### config.mk
export PLATFORM = sky130hd
export DESIGN_NAME = tlih_top
export DESIGN_NICKNAME = d
export VERILOG_FILES = /design/src/tlih_edge_group.v /design/src/tlih_prio_enc.v /design/src/tlih_top.v
export VERILOG_INCLUDE_DIRS = /design/src /design/src/src
export SDC_FILE = /design/constraint.sdc
export NUM_CORES = 1
export LEC_CHECK = 0
export BUFFER_PORTS_ARGS = -buffer_cell sky130_fd_sc_hd__buf_2
export CORE_MARGIN = 2
export CORE_UTILIZATION = 55
export DETAILED_ROUTE_END_ITERATION = 10
export PLACE_DENSITY = 0.82
export RECOVER_POWER = 100
export SYNTH_ARGS = -nofsm -noshare
export SYNTH_HDL_FRONTEND = slang
export SYNTH_HIERARCHICAL = 1
export SYNTH_SLANG_ARGS = --single-unit
### constraint.sdc
create_clock -name ref_clk -period 2.7 [get_ports ref_clk]
set_input_delay 0.27 -clock ref_clk [delete_from_list [all_inputs] [get_ports ref_clk]]
set_output_delay 0.27 -clock ref_clk [all_outputs]
set_load 0.05 [all_outputs]
### src/tlih_defs.vh
// Register map, reset values and field positions of the interrupt handler
`ifndef TLIH_DEFS_VH
`define TLIH_DEFS_VH

// Group width and source count
`define TLIH_GRP_W 8
`define TLIH_SRC_N 24

// Register byte offsets on the bus
`define TLIH_OFF_HIGH_FLAGS 6'h00
`define TLIH_OFF_MID_FLAGS 6'h04
`define TLIH_OFF_LOW_FLAGS 6'h08
`define TLIH_OFF_HIGH_EN 6'h0c
`define TLIH_OFF_MID_EN 6'h10
`define TLIH_OFF_LOW_EN 6'h14
`define TLIH_OFF_TOP_NUM 6'h18
`define TLIH_OFF_SUMMARY 6'h1c
`define TLIH_OFF_IRQ_STATUS 6'h20
`define TLIH_OFF_IRQ_MASK 6'h24

// Reset values
`define TLIH_RST_FLAGS 8'h00
`define TLIH_RST_EN 8'h00
`define TLIH_RST_TOP_NUM 8'hff
`define TLIH_RST_IRQ 3'h0

// Level summary and interrupt status field positions
`define TLIH_BIT_LOW 0
`define TLIH_BIT_MID 1
`define TLIH_BIT_HIGH 2

// Number reported when nothing is pending
`define TLIH_NONE_PENDING 8'hff

`endif

### src/tlih_edge_group.v
// One group of eight sources: edge detect, enable gate and write-one-to-clear flags
`timescale 1ns/1ns
`include "tlih_defs.vh"

module tlih_edge_group
(
  // Clock and reset
  input wire ref_clk,
  input wire sys_rst,
  // Sources and controls
  input wire [`TLIH_GRP_W-1:0] src,
  input wire [`TLIH_GRP_W-1:0] enables,
  input wire [`TLIH_GRP_W-1:0] clear_ones,
  // State
  output wire [`TLIH_GRP_W-1:0] flags,
  output wire [`TLIH_GRP_W-1:0] new_set
);

  reg [`TLIH_GRP_W-1:0] src_prev_reg;
  reg [`TLIH_GRP_W-1:0] flags_reg;

  genvar i;
  generate
    for (i = 0; i < `TLIH_GRP_W; i = i + 1)
    begin : g_bit
      // Same clock as the peripherals, so no synchroniser
      assign new_set[i] = src[i] & ~src_prev_reg[i] & enables[i];
      always @(posedge ref_clk)
      begin
        if (sys_rst)
        begin
          src_prev_reg[i] <= 1'b0;
          flags_reg[i] <= 1'b0;
        end
        else
        begin
          src_prev_reg[i] <= src[i];
          // Set wins over a clear in the same cycle
          flags_reg[i] <= (flags_reg[i] & ~clear_ones[i]) | new_set[i];
        end
      end
    end
  endgenerate

  assign flags = flags_reg;

endmodule // tlih_edge_group

### src/tlih_prio_enc.v
// Finds the highest numbered pending source, all ones when none
`timescale 1ns/1ns
`include "tlih_defs.vh"

module tlih_prio_enc
(
  // Flags, source 23 at the top
  input wire [`TLIH_SRC_N-1:0] flags,
  // Result
  output reg [7:0] top_num
);

  integer k;

  always @*
  begin
    top_num = `TLIH_NONE_PENDING;
    // Ascending scan so the highest number is written last
    for (k = 0; k < `TLIH_SRC_N; k = k + 1)
    begin
      if (flags[k])
      begin
        top_num = k[7:0];
      end
    end
  end

endmodule // tlih_prio_enc

### src/tlih_top.v
// Three-level interrupt handler with an Avalon-MM register slave
//
// Function
// - 24 sources in three groups of eight drive high, mid, low core requests.
// - High flag bits 7..0 hold sources 23..16, cleared by writing one.
// - Mid flag bits 7..0 hold sources 15..8, readable, reset zero.
// - Low flag bits 7..0 hold sources 7..0, readable, reset zero.
// - Writing one to a flag bit clears it; zero leaves it.
// - Reset clears every pending flag.
// - A flag sets on an enabled rising source edge and stays until cleared.
// - High enable register, read-write, reset zero, bits enable sources 23..16.
// - Mid enable register, read-write, reset zero, bits enable sources 15..8.
// - Low enable register, read-write, reset zero, bits enable sources 7..0.
// - Priority register gives highest pending number, all ones when none.
// - Summary bit 2 high, bit 1 mid, bit 0 low pending; bits 7..3 zero.
// - All sources are sampled on the fastest system clock.
// - A source edge reaches the core request one clock later.
// - Clearing a flag here does not withdraw a request the core holds.
//
// Chosen here: the Avalon-MM slave port and the placing of the registers.
`timescale 1ns/1ns
`include "tlih_defs.vh"

module tlih_top
(
  // Clock and reset
  input wire ref_clk,
  input wire sys_rst,
  // Interrupt sources from peripherals
  input wire [7:0] src_high,
  input wire [7:0] src_mid,
  input wire [7:0] src_low,
  // Core interrupt request inputs
  output wire core_request_high,
  output wire core_request_mid,
  output wire core_request_low,
  // Interrupt to the system
  output wire irq_out,
  // Avalon-MM slave
  input wire [5:0] avs_address,
  input wire avs_read,
  input wire avs_write,
  input wire [31:0] avs_writedata,
  input wire [3:0] avs_byteenable,
  output wire [31:0] avs_readdata,
  output wire avs_waitrequest
);

  // Bus slave states
  localparam [1:0] ST_IDLE = 2'b01;
  localparam [1:0] ST_DONE = 2'b10;

  // Register index decode, used for reads and writes
  function [9:0] addr_hit;
    input [5:0] addr;
    begin
      addr_hit = 10'h000;
      case (addr)
        `TLIH_OFF_HIGH_FLAGS: addr_hit[0] = 1'b1;
        `TLIH_OFF_MID_FLAGS: addr_hit[1] = 1'b1;
        `TLIH_OFF_LOW_FLAGS: addr_hit[2] = 1'b1;
        `TLIH_OFF_HIGH_EN: addr_hit[3] = 1'b1;
        `TLIH_OFF_MID_EN: addr_hit[4] = 1'b1;
        `TLIH_OFF_LOW_EN: addr_hit[5] = 1'b1;
        `TLIH_OFF_TOP_NUM: addr_hit[6] = 1'b1;
        `TLIH_OFF_SUMMARY: addr_hit[7] = 1'b1;
        `TLIH_OFF_IRQ_STATUS: addr_hit[8] = 1'b1;
        `TLIH_OFF_IRQ_MASK: addr_hit[9] = 1'b1;
        default: addr_hit = 10'h000;
      endcase
    end
  endfunction

  // Write-one-to-clear strobe of one register; zero bits clear nothing
  function [7:0] w1c_bits;
    input sel;
    input [7:0] data;
    begin
      w1c_bits = sel ? data : 8'h00;
    end
  endfunction

  // Registers
  reg [1:0] state_reg;
  reg [1:0] state_next;
  reg [7:0] high_source_enables_reg;
  reg [7:0] mid_source_enables_reg;
  reg [7:0] low_source_enables_reg;
  reg [2:0] irq_status_reg;
  reg [2:0] irq_status_next;
  reg [2:0] irq_mask_reg;
  reg [2:0] irq_mask_next;
  reg irq_out_reg;
  reg core_request_high_reg;
  reg core_request_mid_reg;
  reg core_request_low_reg;
  reg [31:0] readdata_reg;
  reg [31:0] readdata_next;
  reg waitrequest_reg;

  // Group state
  wire [7:0] high_pending_flags;
  wire [7:0] mid_pending_flags;
  wire [7:0] low_pending_flags;
  wire [7:0] high_new;
  wire [7:0] mid_new;
  wire [7:0] low_new;
  wire [7:0] top_pending_number;
  wire [7:0] level_pending_summary;
  wire any_high_pending;
  wire any_mid_pending;
  wire any_low_pending;

  // Bus decode
  wire [9:0] hit;
  wire req;
  wire accept;
  wire wr_ok;
  wire [7:0] wbyte;
  wire [7:0] clr_high;
  wire [7:0] clr_mid;
  wire [7:0] clr_low;
  wire [2:0] new_level;

  assign hit = addr_hit(avs_address);
  assign req = avs_read | avs_write;
  // One access per request; the done cycle ignores the held request
  assign accept = req & state_reg[0];
  // Only the low byte carries data; byte lane 0 gates every write
  assign wr_ok = accept & avs_write & avs_byteenable[0];
  assign wbyte = avs_writedata[7:0];

  // Write-one-to-clear strobes
  // Read-only and unmapped offsets decode to no strobe, so such writes are dropped
  assign clr_high = w1c_bits(wr_ok & hit[0], wbyte);
  assign clr_mid = w1c_bits(wr_ok & hit[1], wbyte);
  assign clr_low = w1c_bits(wr_ok & hit[2], wbyte);

  // Sources 23..16
  tlih_edge_group u_high
  (
    .ref_clk (ref_clk),
    .sys_rst (sys_rst),
    .src (src_high),
    .enables (high_source_enables_reg),
    .clear_ones (clr_high),
    .flags (high_pending_flags),
    .new_set (high_new)
  );

  // Sources 15..8
  tlih_edge_group u_mid
  (
    .ref_clk (ref_clk),
    .sys_rst (sys_rst),
    .src (src_mid),
    .enables (mid_source_enables_reg),
    .clear_ones (clr_mid),
    .flags (mid_pending_flags),
    .new_set (mid_new)
  );

  // Sources 7..0
  tlih_edge_group u_low
  (
    .ref_clk (ref_clk),
    .sys_rst (sys_rst),
    .src (src_low),
    .enables (low_source_enables_reg),
    .clear_ones (clr_low),
    .flags (low_pending_flags),
    .new_set (low_new)
  );

  // Source 23 sits at the top bit of the concatenation
  tlih_prio_enc u_prio
  (
    .flags ({high_pending_flags, mid_pending_flags, low_pending_flags}),
    .top_num (top_pending_number)
  );

  // Summary follows the flags directly, with no register stage
  assign any_high_pending = |high_pending_flags;
  assign any_mid_pending = |mid_pending_flags;
  assign any_low_pending = |low_pending_flags;
  assign level_pending_summary = {5'h00, any_high_pending, any_mid_pending, any_low_pending};

  // Any new flag in a level gives one request pulse and one status set
  assign new_level[`TLIH_BIT_HIGH] = |high_new;
  assign new_level[`TLIH_BIT_MID] = |mid_new;
  assign new_level[`TLIH_BIT_LOW] = |low_new;

  // Core requests: one-cycle pulse the edge after the source rose
  always @(posedge ref_clk)
  begin
    if (sys_rst)
    begin
      core_request_high_reg <= 1'b0;
      core_request_mid_reg <= 1'b0;
      core_request_low_reg <= 1'b0;
    end
    else
    begin
      // Pulse only; the core holds the request itself, so a flag clear cannot withdraw it
      core_request_high_reg <= new_level[`TLIH_BIT_HIGH];
      core_request_mid_reg <= new_level[`TLIH_BIT_MID];
      core_request_low_reg <= new_level[`TLIH_BIT_LOW];
    end
  end

  // Enable registers
  // Dropping an enable leaves an already set flag in place
  always @(posedge ref_clk)
  begin
    if (sys_rst)
    begin
      high_source_enables_reg <= `TLIH_RST_EN;
      mid_source_enables_reg <= `TLIH_RST_EN;
      low_source_enables_reg <= `TLIH_RST_EN;
    end
    else
    begin
      if (wr_ok & hit[3])
      begin
        high_source_enables_reg <= wbyte;
      end
      if (wr_ok & hit[4])
      begin
        mid_source_enables_reg <= wbyte;
      end
      if (wr_ok & hit[5])
      begin
        low_source_enables_reg <= wbyte;
      end
    end
  end

  // Interrupt status: new flag per level, write one to clear, set wins
  always @*
  begin
    irq_status_next = irq_status_reg;
    if (wr_ok & hit[8])
    begin
      irq_status_next = irq_status_reg & ~wbyte[2:0];
    end
    irq_status_next = irq_status_next | new_level;
  end

  always @(posedge ref_clk)
  begin
    if (sys_rst)
    begin
      irq_status_reg <= `TLIH_RST_IRQ;
      irq_mask_reg <= `TLIH_RST_IRQ;
    end
    else
    begin
      irq_status_reg <= irq_status_next;
      irq_mask_reg <= irq_mask_next;
    end
  end

  // Mask: plain read-write, same layout as the status
  always @*
  begin
    irq_mask_next = irq_mask_reg;
    if (wr_ok & hit[9])
    begin
      irq_mask_next = wbyte[2:0];
    end
  end

  // Built from the next status and mask: no lag behind them, yet straight from a flip-flop
  always @(posedge ref_clk)
  begin
    if (sys_rst)
    begin
      irq_out_reg <= 1'b0;
    end
    else
    begin
      irq_out_reg <= |(irq_status_next & irq_mask_next);
    end
  end

  // Read mux; unmapped addresses read zero
  // The word is held between reads, so it stands through the answer cycle
  always @*
  begin
    readdata_next = readdata_reg;
    if (accept & avs_read)
    begin
      readdata_next = 32'h00000000;
      case (1'b1)
        hit[0]: readdata_next[7:0] = high_pending_flags;
        hit[1]: readdata_next[7:0] = mid_pending_flags;
        hit[2]: readdata_next[7:0] = low_pending_flags;
        hit[3]: readdata_next[7:0] = high_source_enables_reg;
        hit[4]: readdata_next[7:0] = mid_source_enables_reg;
        hit[5]: readdata_next[7:0] = low_source_enables_reg;
        hit[6]: readdata_next[7:0] = top_pending_number;
        hit[7]: readdata_next[7:0] = level_pending_summary;
        hit[8]: readdata_next[2:0] = irq_status_reg;
        hit[9]: readdata_next[2:0] = irq_mask_reg;
        default: readdata_next = 32'h00000000;
      endcase
    end
  end

  // Bus handshake: take request, drop waitrequest for one cycle
  // The answer cycle ignores the still held request, so it is not taken twice
  always @*
  begin
    case (state_reg)
      ST_IDLE: state_next = req ? ST_DONE : ST_IDLE;
      ST_DONE: state_next = ST_IDLE;
      default: state_next = ST_IDLE;
    endcase
  end

  always @(posedge ref_clk)
  begin
    if (sys_rst)
    begin
      state_reg <= ST_IDLE;
      readdata_reg <= 32'h00000000;
      waitrequest_reg <= 1'b1;
    end
    else
    begin
      state_reg <= state_next;
      readdata_reg <= readdata_next;
      // High at idle, so no answer shows without a request
      waitrequest_reg <= ~(state_next == ST_DONE);
    end
  end

  assign core_request_high = core_request_high_reg;
  assign core_request_mid = core_request_mid_reg;
  assign core_request_low = core_request_low_reg;
  assign irq_out = irq_out_reg;
  assign avs_readdata = readdata_reg;
  assign avs_waitrequest = waitrequest_reg;

endmodule // tlih_top

==> reports/metrics.yaml <==
vdd_ir_drop_max_mv: 0.252
h-tree-depth: 3
port_buffers: 55
syn_to_final_growth_pct: 9.56
yosysTopAreaCellShare: 0.380
vias: 4319
nets: 701
postSynth.asyncResetShare: 0
period_needed_ns: 2.41
place_ws_ns: 0.468
path_delay_family: "simple AND/OR/NAND/NOR gates"
place_inst: 728
p_leak_nw: 2.22
synth-xor-area-share: 0
vias_per_cell: 5.81
ant_nets: 0
worstPathArrival_ns: 2.70
path_buf_inv: 0
required_ns: 2.99
cts_hold_buf: 0
ctsResizeCount: 0
synth.most_common_cell: "dfxtp_1"
clkLatencyLatePin_ns: 0.38
crit_slowest_cell: "or4_1"
muxShareOfSynthArea: 0.0605
antenna_found_initial: 0
hold_path.class: "in -> reg"
startpoint_type: "flop"
synth_area_leaders: "dfxtp_1, mux2i_1, a21oi_1"
slew_viol_final: 87
synth_common_cells: "dfxtp_1, nor2_1, a21oi_1"
synthAdderAreaFrac: 0
io_pins: 107
drv_cap: 2
drtIter0Drc: 214
relSlewSlack: -0.252
cts_setup_buffers: 0
slowest_delay_ns: 0.64
ys_types: 64
ys_warn_count: 6
core_area_um2: 8640
power_mw: 2.79
max_slew.worst_pin.slew_ns: 1.88
fmax_ghz: 0.415
ys_seq_area_frac: 0.380
cts.sinks: 92
dieArea_um2: 9570
synthCells: 572
status: "finished with violations"
n_antenna_cell: 0
grt_pass1_wl_um: 21800
cts_tree: "done"
synth_flop_cell: "dfxtp_1"
finalCritPeriodShare: 0.892
yosys_register_bits: 92
grt_max_degree: 49
start_util: 0.561
rows: 34
ctsRootBufferMaster: "clkbuf_8"
worstSetupEndpointType: "flop"
grt_pass1_vias: 4093
syn_area_um2: 4840
crit_fanout: 8
final_util: 0.614
wirelength_um: 13700
wire_per_inst_um: 18.4
setup_tns_ns: 0
grt_use_total: 0.293
critical_path_class: "reg -> reg"
clk_pin_slew_ns: 0.09
synth_compound_area_frac: 0.143
synth_edf_count: 0
cts_buffers: 9
die_h_um: 97.8
crit_chain: "or4_1, nor2_4, nand3_1, nor2_2, mux2i_1, o22ai_1, a32oi_1, a211o_1, a21oi_1"
finalHoldViolations: 0
drive_gt1_frac: 0.154
synth.avg_cell_area_um2: 8.46
fin_cells: 744
rsz0062_at_grt: "no"
gr-total-overflow: 0
finalSetupViolCount: 0
clockBufferDepth: 2
routabilityCongestion: 0.996
pwr_density_cell_nw_per_um2: 526
fillerInstances: 815
dp_hpwl_um: 10200
skew_ns: 0.0111
first_pass_iters: 5
violations: "max-capacitance violations, max-slew violations"
fp.dieW_um: 97.8
synth_top_family_by_area: "simple AND/OR/NAND/NOR gates"
synthSimpleGateAreaFrac: 0.325
yosysTopAreaCell: "dfxtp_1"
drc: 0
fin_ws_ns: 0.292
layout by cell type (no fill, tap or decap), types with 3 or more instances in the layout:
cell and instances:
clkbuf_8 9, clkbuf_1 16, a21oi_1 49, nand3b_1 27, o31ai_1 5, and2_0 9, nor3_1 14, buf_2 41
mux2i_1 27, conb_1 24, o211ai_1 3, and2_1 17, nand3_1 10, a31oi_1 5, and3_1 3, a211oi_1 6
buf_4 13, inv_6 5, a2111oi_0 3, inv_1 37, nor2b_1 10, a221o_1 3, or4_1 4, nand2_1 25
nor4_1 18, o21ai_0 12, nor2_1 56, and2b_2 18, dfxtp_1 92, nand2b_1 34
area by class of cell:
cell class              instances  area (µm²)  area share
inverters                      37         139      0.0262
multi-input cells             421        2600       0.490
repair buffers                 70         363      0.0684
clock buffers                   9         124      0.0234
clock inverters                 7         104      0.0196
flip-flops and latches         92        1840       0.347
well taps                     108         135      0.0255
final timing paths:
check	cells past startpoint	from	slack (ns)	endpoint
worst min-delay path	2	src_mid[0]	0.12	u_mid/src_prev_reg[0]
worst max-delay path	9	u_mid/flags[2]	0.29	avs_readdata[5]
worst max register to register	9	u_mid/flags[2]	0.29	avs_readdata[5]
worst min register to register	2	state_reg[1]	0.47	avs_waitrequest
power by group:
group	internal, mW	switching [mW]
combinational	0.0849	0.235
clock	0.538	0.534
sequential	1.39	0.0118
total	2.01	0.781
cell families (layout without fill, tap and decap cells):
group | after synthesis | count (layout)
AOI/OAI and AO/OA | 109 | 109
DFF | 92 | 92
and+or+nand+nor | 259 | 259
other | 1 | 24
muxes | 29 | 29
buffers and inverters | 82 | 123
stage by stage:
stage          instance area (µm²)  hold slack [ns]
3_3_place_gp                  5150            0.434
4_1_cts                       5380            0.112
5_1_grt                       5300            0.119
3_5_place_dp                  5150            0.452
6_report                      5300            0.118
2_1_floorplan                 4930            0.398
worst reg2reg max path, cell delays in order (launching register included):
cell and delay (ns):
dfxtp_1 0.39, or4_1 0.64, nor2_4 0.13, nand3_1 0.11, nor2_2 0.18, mux2i_1 0.10, o22ai_1 0.14, a32oi_1 0.16
a211o_1 0.34, a21oi_1 0.14
layer usage:
metal / part of all wire / GRT usage / wire (µm)
met5: 0 / 0 / 0
met4: 0.015 / 0.0887 / 203
met3: 0.076 / 0.0465 / 1040
met2: 0.45 / 0.466 / 6200
met1: 0.46 / 0.414 / 6220
Power figures use the tool's default switching activity.
